File: src/hw/dlu_pkg.sv
/*
 * Package for the converter update and reset control block: widths, reset codes,
 * update modes and the carrier structs shared by the design.
 * Assumes a single 100 MHz clock domain and synchronous, active-high reset.
 */
package dlu_pkg;

    localparam int          NUM_CH        = 8;
    localparam int          CODE_W        = 12;
    localparam int          CH_IDX_W      = 3;
    localparam logic [11:0] CODE_ZERO     = 12'h000;
    localparam logic [11:0] CODE_MID      = 12'h800;
    localparam logic [11:0] OFFSET_SB_G6  = 12'h99a;
    localparam logic [11:0] OFFSET_TC_G6  = 12'h19a;
    localparam logic [11:0] OFFSET_OFF    = 12'h000;
    localparam logic [11:0] GAIN_DEFAULT  = 12'hfff;
    localparam logic [11:0] ZERO_DEFAULT  = 12'h000;

    typedef enum logic {
        DLU_MODE_SYNC,
        DLU_MODE_ASYNC
    } dlu_mode_t;

    typedef enum logic [1:0] {
        DLU_ST_POWERUP,
        DLU_ST_RESET,
        DLU_ST_RUN
    } dlu_state_t;

    // One channel write taken from the serial port or the correction engine.
    typedef struct packed {
        logic                valid;
        logic [2:0]          chan;
        logic [11:0]         data;
    } dlu_wr_t;

    // Pin-level strap settings sampled by the block.
    typedef struct packed {
        logic reset_level_select;
        logic code_format_select;
        logic dual_supply;
    } dlu_strap_t;

endpackage : dlu_pkg

File: src/hw/dlu_ctrl.sv
/*
 * Update-path control for an eight-channel converter: reset loading, output clear,
 * load-latch strobe, update mode selection and per-channel latch reload.
 * Assumes all pins are synchronous to ref_clk_i and that the serial port decodes
 * frames elsewhere and presents completed writes on the write ports.
 */
`timescale 1ns/1ps

module dlu_ctrl #(
    parameter int NUM_CH = dlu_pkg::NUM_CH,
    parameter int CODE_W = dlu_pkg::CODE_W
) (
    // Clock, reset and clock enable.
    input  wire logic                       ref_clk_i,
    input  wire logic                       sys_rst_i,
    input  wire logic                       clk_en_i,

    // Output control strobes and strap levels.
    input  wire logic                       output_clear_n_i,
    input  wire logic                       load_latch_n_i,
    input  wire logic                       hw_reset_n_i,
    input  wire dlu_pkg::dlu_strap_t        strap_i,

    // Serial pins from the host.
    input  wire logic                       cs_n_i,
    input  wire logic                       sdi_i,
    input  wire logic                       sdo_data_i,

    // Correction engine and completed channel writes.
    input  wire logic                       correction_enable_i,
    input  wire logic                       correction_busy_i,
    input  wire dlu_pkg::dlu_wr_t           host_wr_i,
    input  wire dlu_pkg::dlu_wr_t           engine_wr_i,

    // Software load and calibration writes.
    input  wire logic                       latch_load_cmd_wr_i,
    input  wire logic                       gain_wr_i,
    input  wire logic                       zero_wr_i,
    input  wire logic [CODE_W-1:0]          cal_data_i,

    // Serial pins towards the shift register.
    output logic                            cs_n_o,
    output logic                            sdi_o,
    output logic                            sdo_o,
    output logic                            sdo_oe_n_o,
    output logic                            serial_enable_o,

    // Update mode and load status.
    output logic                            async_mode_o,
    output logic                            latch_load_cmd_o,

    // Channel outputs and registers.
    output logic [NUM_CH-1:0]               out_ground_o,
    output logic [NUM_CH-1:0]               out_buf_hiz_o,
    output logic [NUM_CH*CODE_W-1:0]        out_code_o,
    output logic [NUM_CH*CODE_W-1:0]        chan_data_o,
    output logic [CODE_W-1:0]               input_data_o,
    output logic [CODE_W-1:0]               offset_o,
    output logic                            offset_on_o,
    output logic [CODE_W-1:0]               gain_o,
    output logic [CODE_W-1:0]               zero_o
);

    dlu_pkg::dlu_state_t          state;
    dlu_pkg::dlu_state_t          next_state;
    dlu_pkg::dlu_mode_t           mode;
    logic [CODE_W-1:0]            chan_data [NUM_CH];
    logic [CODE_W-1:0]            latch     [NUM_CH];
    logic [NUM_CH-1:0]            written;

    // Strobe history and load bookkeeping.
    logic                         cleared;
    logic                         load_latch_n_q;
    logic                         cs_q;
    logic                         load_pending;
    logic                         load_all;

    // Decoded conditions.
    logic                         in_reset;
    logic                         load_latch_n_fall;
    logic                         cs_rise;
    logic                         sync_load;
    logic [CODE_W-1:0]            reset_code;
    logic [NUM_CH-1:0]            load_ch;

    // Reset code depends only on whether the two select pins agree; the supply
    // choice only changes the offset.
    assign reset_code = (strap_i.reset_level_select == strap_i.code_format_select) ?
                        dlu_pkg::CODE_ZERO : dlu_pkg::CODE_MID;

    // The reset pin acts at once, without waiting for the state to follow.
    assign in_reset  = (state != dlu_pkg::DLU_ST_RUN) || !hw_reset_n_i;
    assign load_latch_n_fall = load_latch_n_q && !load_latch_n_i;
    assign cs_rise   = !cs_q && cs_n_i && serial_enable_o;

    // Power-up, hardware reset and run sequencing.
    always_comb begin
        next_state = state;
        case (state)
            dlu_pkg::DLU_ST_POWERUP: begin
                next_state = dlu_pkg::DLU_ST_RESET;
            end
            dlu_pkg::DLU_ST_RESET: begin
                if (hw_reset_n_i) begin
                    next_state = dlu_pkg::DLU_ST_RUN;
                end
            end
            default: begin
                if (!hw_reset_n_i) begin
                    next_state = dlu_pkg::DLU_ST_RESET;
                end
            end
        endcase
    end

    always_ff @(posedge ref_clk_i) begin
        if (sys_rst_i) begin
            state <= dlu_pkg::DLU_ST_POWERUP;
        end else if (clk_en_i) begin
            state <= next_state;
        end
    end

    // The strobe level is strapped once, at the first enabled edge after reset;
    // later strobe activity must never flip the update mode.
    always_ff @(posedge ref_clk_i) begin
        if (sys_rst_i) begin
            mode <= dlu_pkg::DLU_MODE_SYNC;
        end else if (clk_en_i && state == dlu_pkg::DLU_ST_POWERUP) begin
            mode <= load_latch_n_i ? dlu_pkg::DLU_MODE_SYNC
                                   : dlu_pkg::DLU_MODE_ASYNC;
        end
    end

    // Edge history of the strobes; chip select is blinded during reset.
    always_ff @(posedge ref_clk_i) begin
        if (sys_rst_i) begin
            load_latch_n_q <= 1'b1;
            cs_q   <= 1'b1;
        end else if (clk_en_i) begin
            load_latch_n_q <= load_latch_n_i;
            cs_q   <= in_reset ? 1'b1 : cs_n_i;
        end
    end

    // Serial pass-through to the shift port, gated off during reset.
    always_ff @(posedge ref_clk_i) begin
        if (sys_rst_i) begin
            cs_n_o          <= 1'b1;
            sdi_o           <= 1'b0;
            sdo_o           <= 1'b0;
            sdo_oe_n_o      <= 1'b1;
        end else if (clk_en_i) begin
            cs_n_o          <= in_reset ? 1'b1 : cs_n_i;
            sdi_o           <= in_reset ? 1'b0 : sdi_i;
            sdo_o           <= in_reset ? 1'b0 : sdo_data_i;
            sdo_oe_n_o      <= in_reset || cs_n_i;
        end
    end

    // The port reports itself live one edge after the reset state is left.
    always_ff @(posedge ref_clk_i) begin
        if (sys_rst_i) begin
            serial_enable_o <= 1'b0;
        end else if (clk_en_i) begin
            serial_enable_o <= !in_reset;
        end
    end

    // A software load is one event; it waits for the engine and then self-clears.
    // The strobe that releases a clear is itself a load, so the pin is tested here.
    always_ff @(posedge ref_clk_i) begin
        if (sys_rst_i) begin
            load_pending <= 1'b0;
        end else if (clk_en_i) begin
            if (in_reset || mode == dlu_pkg::DLU_MODE_ASYNC) begin
                load_pending <= 1'b0;
            end else if ((latch_load_cmd_wr_i || load_latch_n_fall) && output_clear_n_i) begin
                load_pending <= 1'b1;
            end else if (!(correction_enable_i && correction_busy_i)) begin
                load_pending <= 1'b0;
            end
        end
    end

    assign latch_load_cmd_o = load_pending;
    assign sync_load = load_pending && !(correction_enable_i && correction_busy_i)
                       && mode == dlu_pkg::DLU_MODE_SYNC;

    // A software load reloads every channel, so it is remembered apart from the strobe.
    always_ff @(posedge ref_clk_i) begin
        if (sys_rst_i) begin
            load_all <= 1'b0;
        end else if (clk_en_i) begin
            if (in_reset || mode == dlu_pkg::DLU_MODE_ASYNC) begin
                load_all <= 1'b0;
            end else if (latch_load_cmd_wr_i && output_clear_n_i) begin
                load_all <= 1'b1;
            end else if (sync_load) begin
                load_all <= 1'b0;
            end
        end
    end

    // Clear holds until a load strobe after release unless the strobe is held low.
    // A strobe held low therefore releases the outputs at once.
    always_ff @(posedge ref_clk_i) begin
        if (sys_rst_i) begin
            cleared <= 1'b0;
        end else if (clk_en_i) begin
            if (!output_clear_n_i) begin
                cleared <= 1'b1;
            end else if (!load_latch_n_i) begin
                cleared <= 1'b0;
            end
        end
    end

    // Per-channel data registers, written flags and output latches.
    genvar g;
    generate
        for (g = 0; g < NUM_CH; g++) begin : g_ch
            logic host_hit;
            logic eng_hit;
            logic async_load;
            logic sync_ch_load;

            // Host writes reach the data register only while the engine is off.
            assign host_hit = host_wr_i.valid && host_wr_i.chan == 3'(g);
            assign eng_hit  = engine_wr_i.valid && engine_wr_i.chan == 3'(g)
                              && correction_enable_i;

            assign async_load   = correction_enable_i ? eng_hit
                                                      : (host_hit && cs_rise);
            assign sync_ch_load = sync_load && (written[g] || load_all);
            assign load_ch[g]   = (mode == dlu_pkg::DLU_MODE_ASYNC) ? async_load
                                                                     : sync_ch_load;

            always_ff @(posedge ref_clk_i) begin
                if (sys_rst_i || (clk_en_i && in_reset)) begin
                    chan_data[g] <= reset_code;
                end else if (clk_en_i) begin
                    if (eng_hit) begin
                        chan_data[g] <= engine_wr_i.data;
                    end else if (host_hit && !correction_enable_i) begin
                        chan_data[g] <= host_wr_i.data;
                    end
                end
            end

            // An asynchronous load takes the write itself, as the data register
            // only picks it up on the same edge.
            always_ff @(posedge ref_clk_i) begin
                if (sys_rst_i || (clk_en_i && in_reset)) begin
                    latch[g] <= reset_code;
                end else if (clk_en_i && load_ch[g]) begin
                    if (mode == dlu_pkg::DLU_MODE_ASYNC) begin
                        latch[g] <= eng_hit ? engine_wr_i.data : host_wr_i.data;
                    end else begin
                        latch[g] <= chan_data[g];
                    end
                end
            end

            // A write in the same cycle as a load keeps its flag for the next load.
            always_ff @(posedge ref_clk_i) begin
                if (sys_rst_i || (clk_en_i && in_reset)) begin
                    written[g] <= 1'b0;
                end else if (clk_en_i) begin
                    if (eng_hit || (host_hit && !correction_enable_i)) begin
                        written[g] <= 1'b1;
                    end else if (sync_load) begin
                        written[g] <= 1'b0;
                    end
                end
            end

            // Outputs follow the latch directly; clear only masks them.
            assign out_code_o[g*CODE_W +: CODE_W]  = latch[g];
            assign chan_data_o[g*CODE_W +: CODE_W] = chan_data[g];
            assign out_ground_o[g]  = cleared;
            assign out_buf_hiz_o[g] = cleared;
        end
    endgenerate

    // Input data, gain and zero registers.
    always_ff @(posedge ref_clk_i) begin
        if (sys_rst_i || (clk_en_i && in_reset)) begin
            input_data_o <= dlu_pkg::CODE_ZERO;
            gain_o       <= dlu_pkg::GAIN_DEFAULT;
            zero_o       <= dlu_pkg::ZERO_DEFAULT;
        end else if (clk_en_i) begin
            if (host_wr_i.valid) begin
                input_data_o <= host_wr_i.data;
            end
            if (gain_wr_i) begin
                gain_o <= cal_data_i;
            end
            if (zero_wr_i) begin
                zero_o <= cal_data_i;
            end
        end
    end

    // Offset is only loaded in reset; this block has no write path for it.
    always_ff @(posedge ref_clk_i) begin
        if (sys_rst_i || (clk_en_i && in_reset)) begin
            offset_on_o  <= strap_i.dual_supply;
            offset_o     <= !strap_i.dual_supply ? dlu_pkg::OFFSET_OFF :
                            (strap_i.code_format_select ? dlu_pkg::OFFSET_TC_G6
                                                        : dlu_pkg::OFFSET_SB_G6);
        end
    end

    // Registered copy of the strapped mode for the status port.
    always_ff @(posedge ref_clk_i) begin
        if (sys_rst_i) begin
            async_mode_o <= 1'b0;
        end else if (clk_en_i) begin
            async_mode_o <= (mode == dlu_pkg::DLU_MODE_ASYNC);
        end
    end

endmodule : dlu_ctrl

File: config.mk
export PLATFORM = sky130hd
export DESIGN_NAME = dlu_ctrl
export DESIGN_NICKNAME = d
export VERILOG_FILES = /design/src/hw/dlu_pkg.sv /design/src/hw/dlu_ctrl.sv
export SDC_FILE = /design/constraint.sdc
export NUM_CORES = 1
export LEC_CHECK = 0
export BUFFER_PORTS_ARGS = -buffer_cell sky130_fd_sc_hd__clkbuf_2
export CAP_MARGIN = 20
export CORE_MARGIN = 2
export CORE_UTILIZATION = 54
export DETAILED_ROUTE_END_ITERATION = 7
export GPL_ROUTABILITY_DRIVEN = 0
export PLACE_DENSITY = 0.81
export SYNTH_ARGS = -nofsm -noshare
export SYNTH_HDL_FRONTEND = slang
export SYNTH_SLANG_ARGS = --single-unit
export TNS_END_PERCENT = 1
File: constraint.sdc
create_clock -name ref_clk_i -period 2.9 [get_ports ref_clk_i]
set_clock_uncertainty 0.1 [all_clocks]
set_input_delay 0.58 -clock ref_clk_i [delete_from_list [all_inputs] [get_ports ref_clk_i]]
set_output_delay 0.58 -clock ref_clk_i [all_outputs]
set_load 0.03 [all_outputs]
==> impl_metrics.json <==
{
  "yosysUniqueCellTypes": 59,
  "synth_adder_area_share_pct": 0,
  "setup_viol": 0,
  "grt_pass1_wl_microns": 60000,
  "rows": 56,
  "slew_headroom_pct": 38.9,
  "dieHeight_microns": 158,
  "worstMarginPinSlew_ns": 0.917,
  "synth-edff-count": 195,
  "synth_compound_area_share_pct": 20.5,
  "grt_max_degree": 83,
  "timing.fmax_mhz": 424,
  "r2r_slack_ns": 0.54,
  "grt-busiest-layer": "met2",
  "period_needed_ns": 2.36,
  "grt_util_met1_pct": 41.6,
  "grtUsageMet2_pct": 51.2,
  "crit_chain": "buf_4 -> clkinv_1 -> a221oi_1 -> mux2i_1",
  "fin_tns_setup_ns": 0,
  "dieArea_sq_mm": 0.0249,
  "syn2layout_area_growth_pct": 19.1,
  "setup.worst_path.end": "latch[1][35]$_DFFE_PP_",
  "setup_ws_ns": 0.542,
  "initial_core_util_pct": 54.8,
  "peakVddDrop_mv": 0.537,
  "ctsResizeCount": 0,
  "ys_seq_area_share_pct": 54.6,
  "grt_pass1_vias": 10400,
  "end_kind": "flop",
  "finalPower_mw": 9.01,
  "maxCapViolCount": 0,
  "core_sq_mm": 0.0233,
  "drt_first_pass_iters": 5,
  "overflow": 0,
  "crit_start": "mode$_SDFFE_PP0P_",
  "drc": 0,
  "dp_slack_ns": 0.0885,
  "hold_start": "strap_i[0]",
  "synth_top_family_by_area": "compound AO/OA/AOI/OAI gates",
  "synthArstFlopShare_pct": 0,
  "dp_hpwl_microns": 27700,
  "start_kind": "flop",
  "clk_pin_slew_ns": 0.06,
  "final_core_utilization_pct": 65.3,
  "die_width_microns": 158,
  "max_stage_delay_ns": 0.55,
  "drt_wl_total_microns": 40500,
  "vias": 10900,
  "worstReg2RegEnd": "latch[1][35]$_DFFE_PP_",
  "cts_made_buffers": 27,
  "drive_gt1_share_pct": 35.2,
  "grt_use_total_pct": 31.7,
  "status": "complete, no violations",
  "grt_setup_unrepaired": "no",
  "post_cts_buffers": 0,
  "drt_iter0_drc": 1148,
  "reg2regPathDepth": 4,
  "cp.required_ns": 3.06,
  "muxShareOfSynthArea_pct": 0.626,
  "syn_area_sq_mm": 0.0128,
  "cts_hold_buf": 0,
  "ios": 325,
  "hold_class": "in2reg",
  "viasPerCell": 6.14,
  "powerDensity_mw_per_mm2": 592,
  "clock_path_buffers": 3,
  "use_met3_pct": 6.02,
  "antenna_found_initial": 1,
  "ys.flop_type": "edfxtp_1",
  "clkSinkCount": 251,
  "htree_levels": 1,
  "synth_xor_area_share_pct": 0.137,
  "hold_viol": 0,
  "wl_per_cell_microns": 22.7,
  "crit_type": "reg2reg",
  "crit_fanout": 49,
  "period_share_pct": 81.3,
  "port-buffer-count": 318,
  "r2r_start": "mode$_SDFFE_PP0P_",
  "syn_area_per_cell_sq_um": 10.7,
  "synthCells": 1197,
  "cts-root-buf": "clkbuf_16",
  "slowest_stage": "clkinv_1",
  "antenna_left": 0,
  "tritoncts": "yes",
  "slew_viol_final": 0,
  "arrival_ns": 2.51,
  "fin_nets": 1502,
  "whs_ns": 0.147,
  "clk_latency_ns": 0.53,
  "ys_warn_count": 0,
  "n_fill_cell": 1841,
  "ys_ff_latch": 251,
  "leakagePower_nw": 6.18,
  "synthSimpleGateAreaFrac_pct": 17.6
}
-- layout make-up --
class | count | area (sq um) | share of cell area [%]
clock buffer | 30 | 697 | 4.58
multi-input combinational | 796 | 4990 | 32.8
antenna | 1 | 2.50 | 0.0164
inverter | 4 | 15.0 | 0.0986
clock inverter | 19 | 229 | 1.50
sequential | 251 | 6980 | 45.8
tap | 319 | 399 | 2.62
timing repair buffer | 361 | 1910 | 12.6
-- worst max-delay path, delay by kind of cell (launching register included) --
kind | cells | cell delay (ns)
compound gates | 1 | 0.38
mux | 1 | 0.16
flops | 1 | 0.39
buf+inv | 2 | 1.06
-- where the power goes --
part	internal, mW	total, mW	switching, mW
logic	0.278	1.25	0.976
clock network	2.17	3.61	1.44
registers	4.04	4.15	0.107
-- metrics by stage --
stage	instances	area (sq um)
final	1781	15200
after global routing	1780	15200
after CTS	1780	15200
after detailed placement	1731	14300
after global placement	1731	14300
after floorplan	1202	12800
-- kinds of logic after synthesis --
| group | after synthesis |
|---|---|
| AND/OR/NAND/NOR | 509 |
| XOR/XNOR | 2 |
| flip-flops | 251 |
| buffers and inverters | 155 |
| multiplexers | 8 |
| other | 1 |
| AO/OA/AOI/OAI | 271 |
-- synthesized netlist by cell type (all sizes together), types with 8 or more instances --
cell type	n	area [sq um]
nand2	289	1090
edfxtp	195	5860
nor2	126	480
buf	97	619
a311oi	88	1210
a22o	77	674
dfxtp	56	1120
clkbuf	54	203
a21oi	50	262
nor3	28	210
nand3	21	110
nand2b	10	62.6
a22oi	9	67.6
a221oi	8	70.1
mux2i	8	80.1
o31ai	8	100
or4	8	60.1
-- placed cells by master (no fill, tap or decap), types with 3 or more instances in the layout --
master,synthesis,final
a211o_1,4,4
a21o_1,3,3
a21oi_1,49,49
a221oi_1,8,8
a22o_1,77,77
a22oi_1,9,9
a311oi_1,17,17
a311oi_2,71,71
and2_1,5,5
buf_4,45,43
bufinv_16,0,5
clkbuf_16,0,27
clkbuf_2,0,318
clkinv_1,2,5
clkinv_2,0,7
conb_1,1,6
dfxtp_1,56,55
edfxtp_1,195,195
mux2i_1,8,8
nand2_1,288,288
nand2b_1,10,10
nand3_1,20,20
nor2_1,123,123
nor2_2,3,3
nor2b_1,5,5
nor3_1,14,14
nor3_2,14,14
nor4_2,3,3
o21ai_0,5,5
o221ai_1,4,4
o22ai_1,5,5
o2bb2ai_1,4,4
o31ai_2,8,8
or4_1,8,8
-- worst min-delay path by stage --
stage | to | slack (ns) | cells after the start
global route | offset_on_o$_DFFE_PP_ | 0.16 | 1
global placement | input_data_o[6]$_SDFFE_PP0P_ | 0.34 | 2
finish | offset_on_o$_DFFE_PP_ | 0.15 | 1
CTS | offset_on_o$_DFFE_PP_ | 0.13 | 1
detailed placement | written[6]$_SDFFE_PP0P_ | 0.35 | 2
floorplan | written[1]$_SDFFE_PP0P_ | 0.33 | 2
-- layer usage --
metal / up-vias / share of wire [%]
met1: 5145 / 37
li1: 4850 / -
met5: - / 0
met2: 805 / 47
met4: 0 / 4.5
met3: 143 / 11
-- flip-flops by register name, indices dropped and copies added, names as in the netlist, 2 cells and up --
| name | cells |
|---|---|
| input_data_o | 12 |
| written | 8 |
| chan_data | 96 |
| offset_o | 2 |
| latch | 96 |
| state | 2 |
| zero_o | 12 |
| gain_o | 12 |
Note: power is estimated with default switching activity, not from simulation.
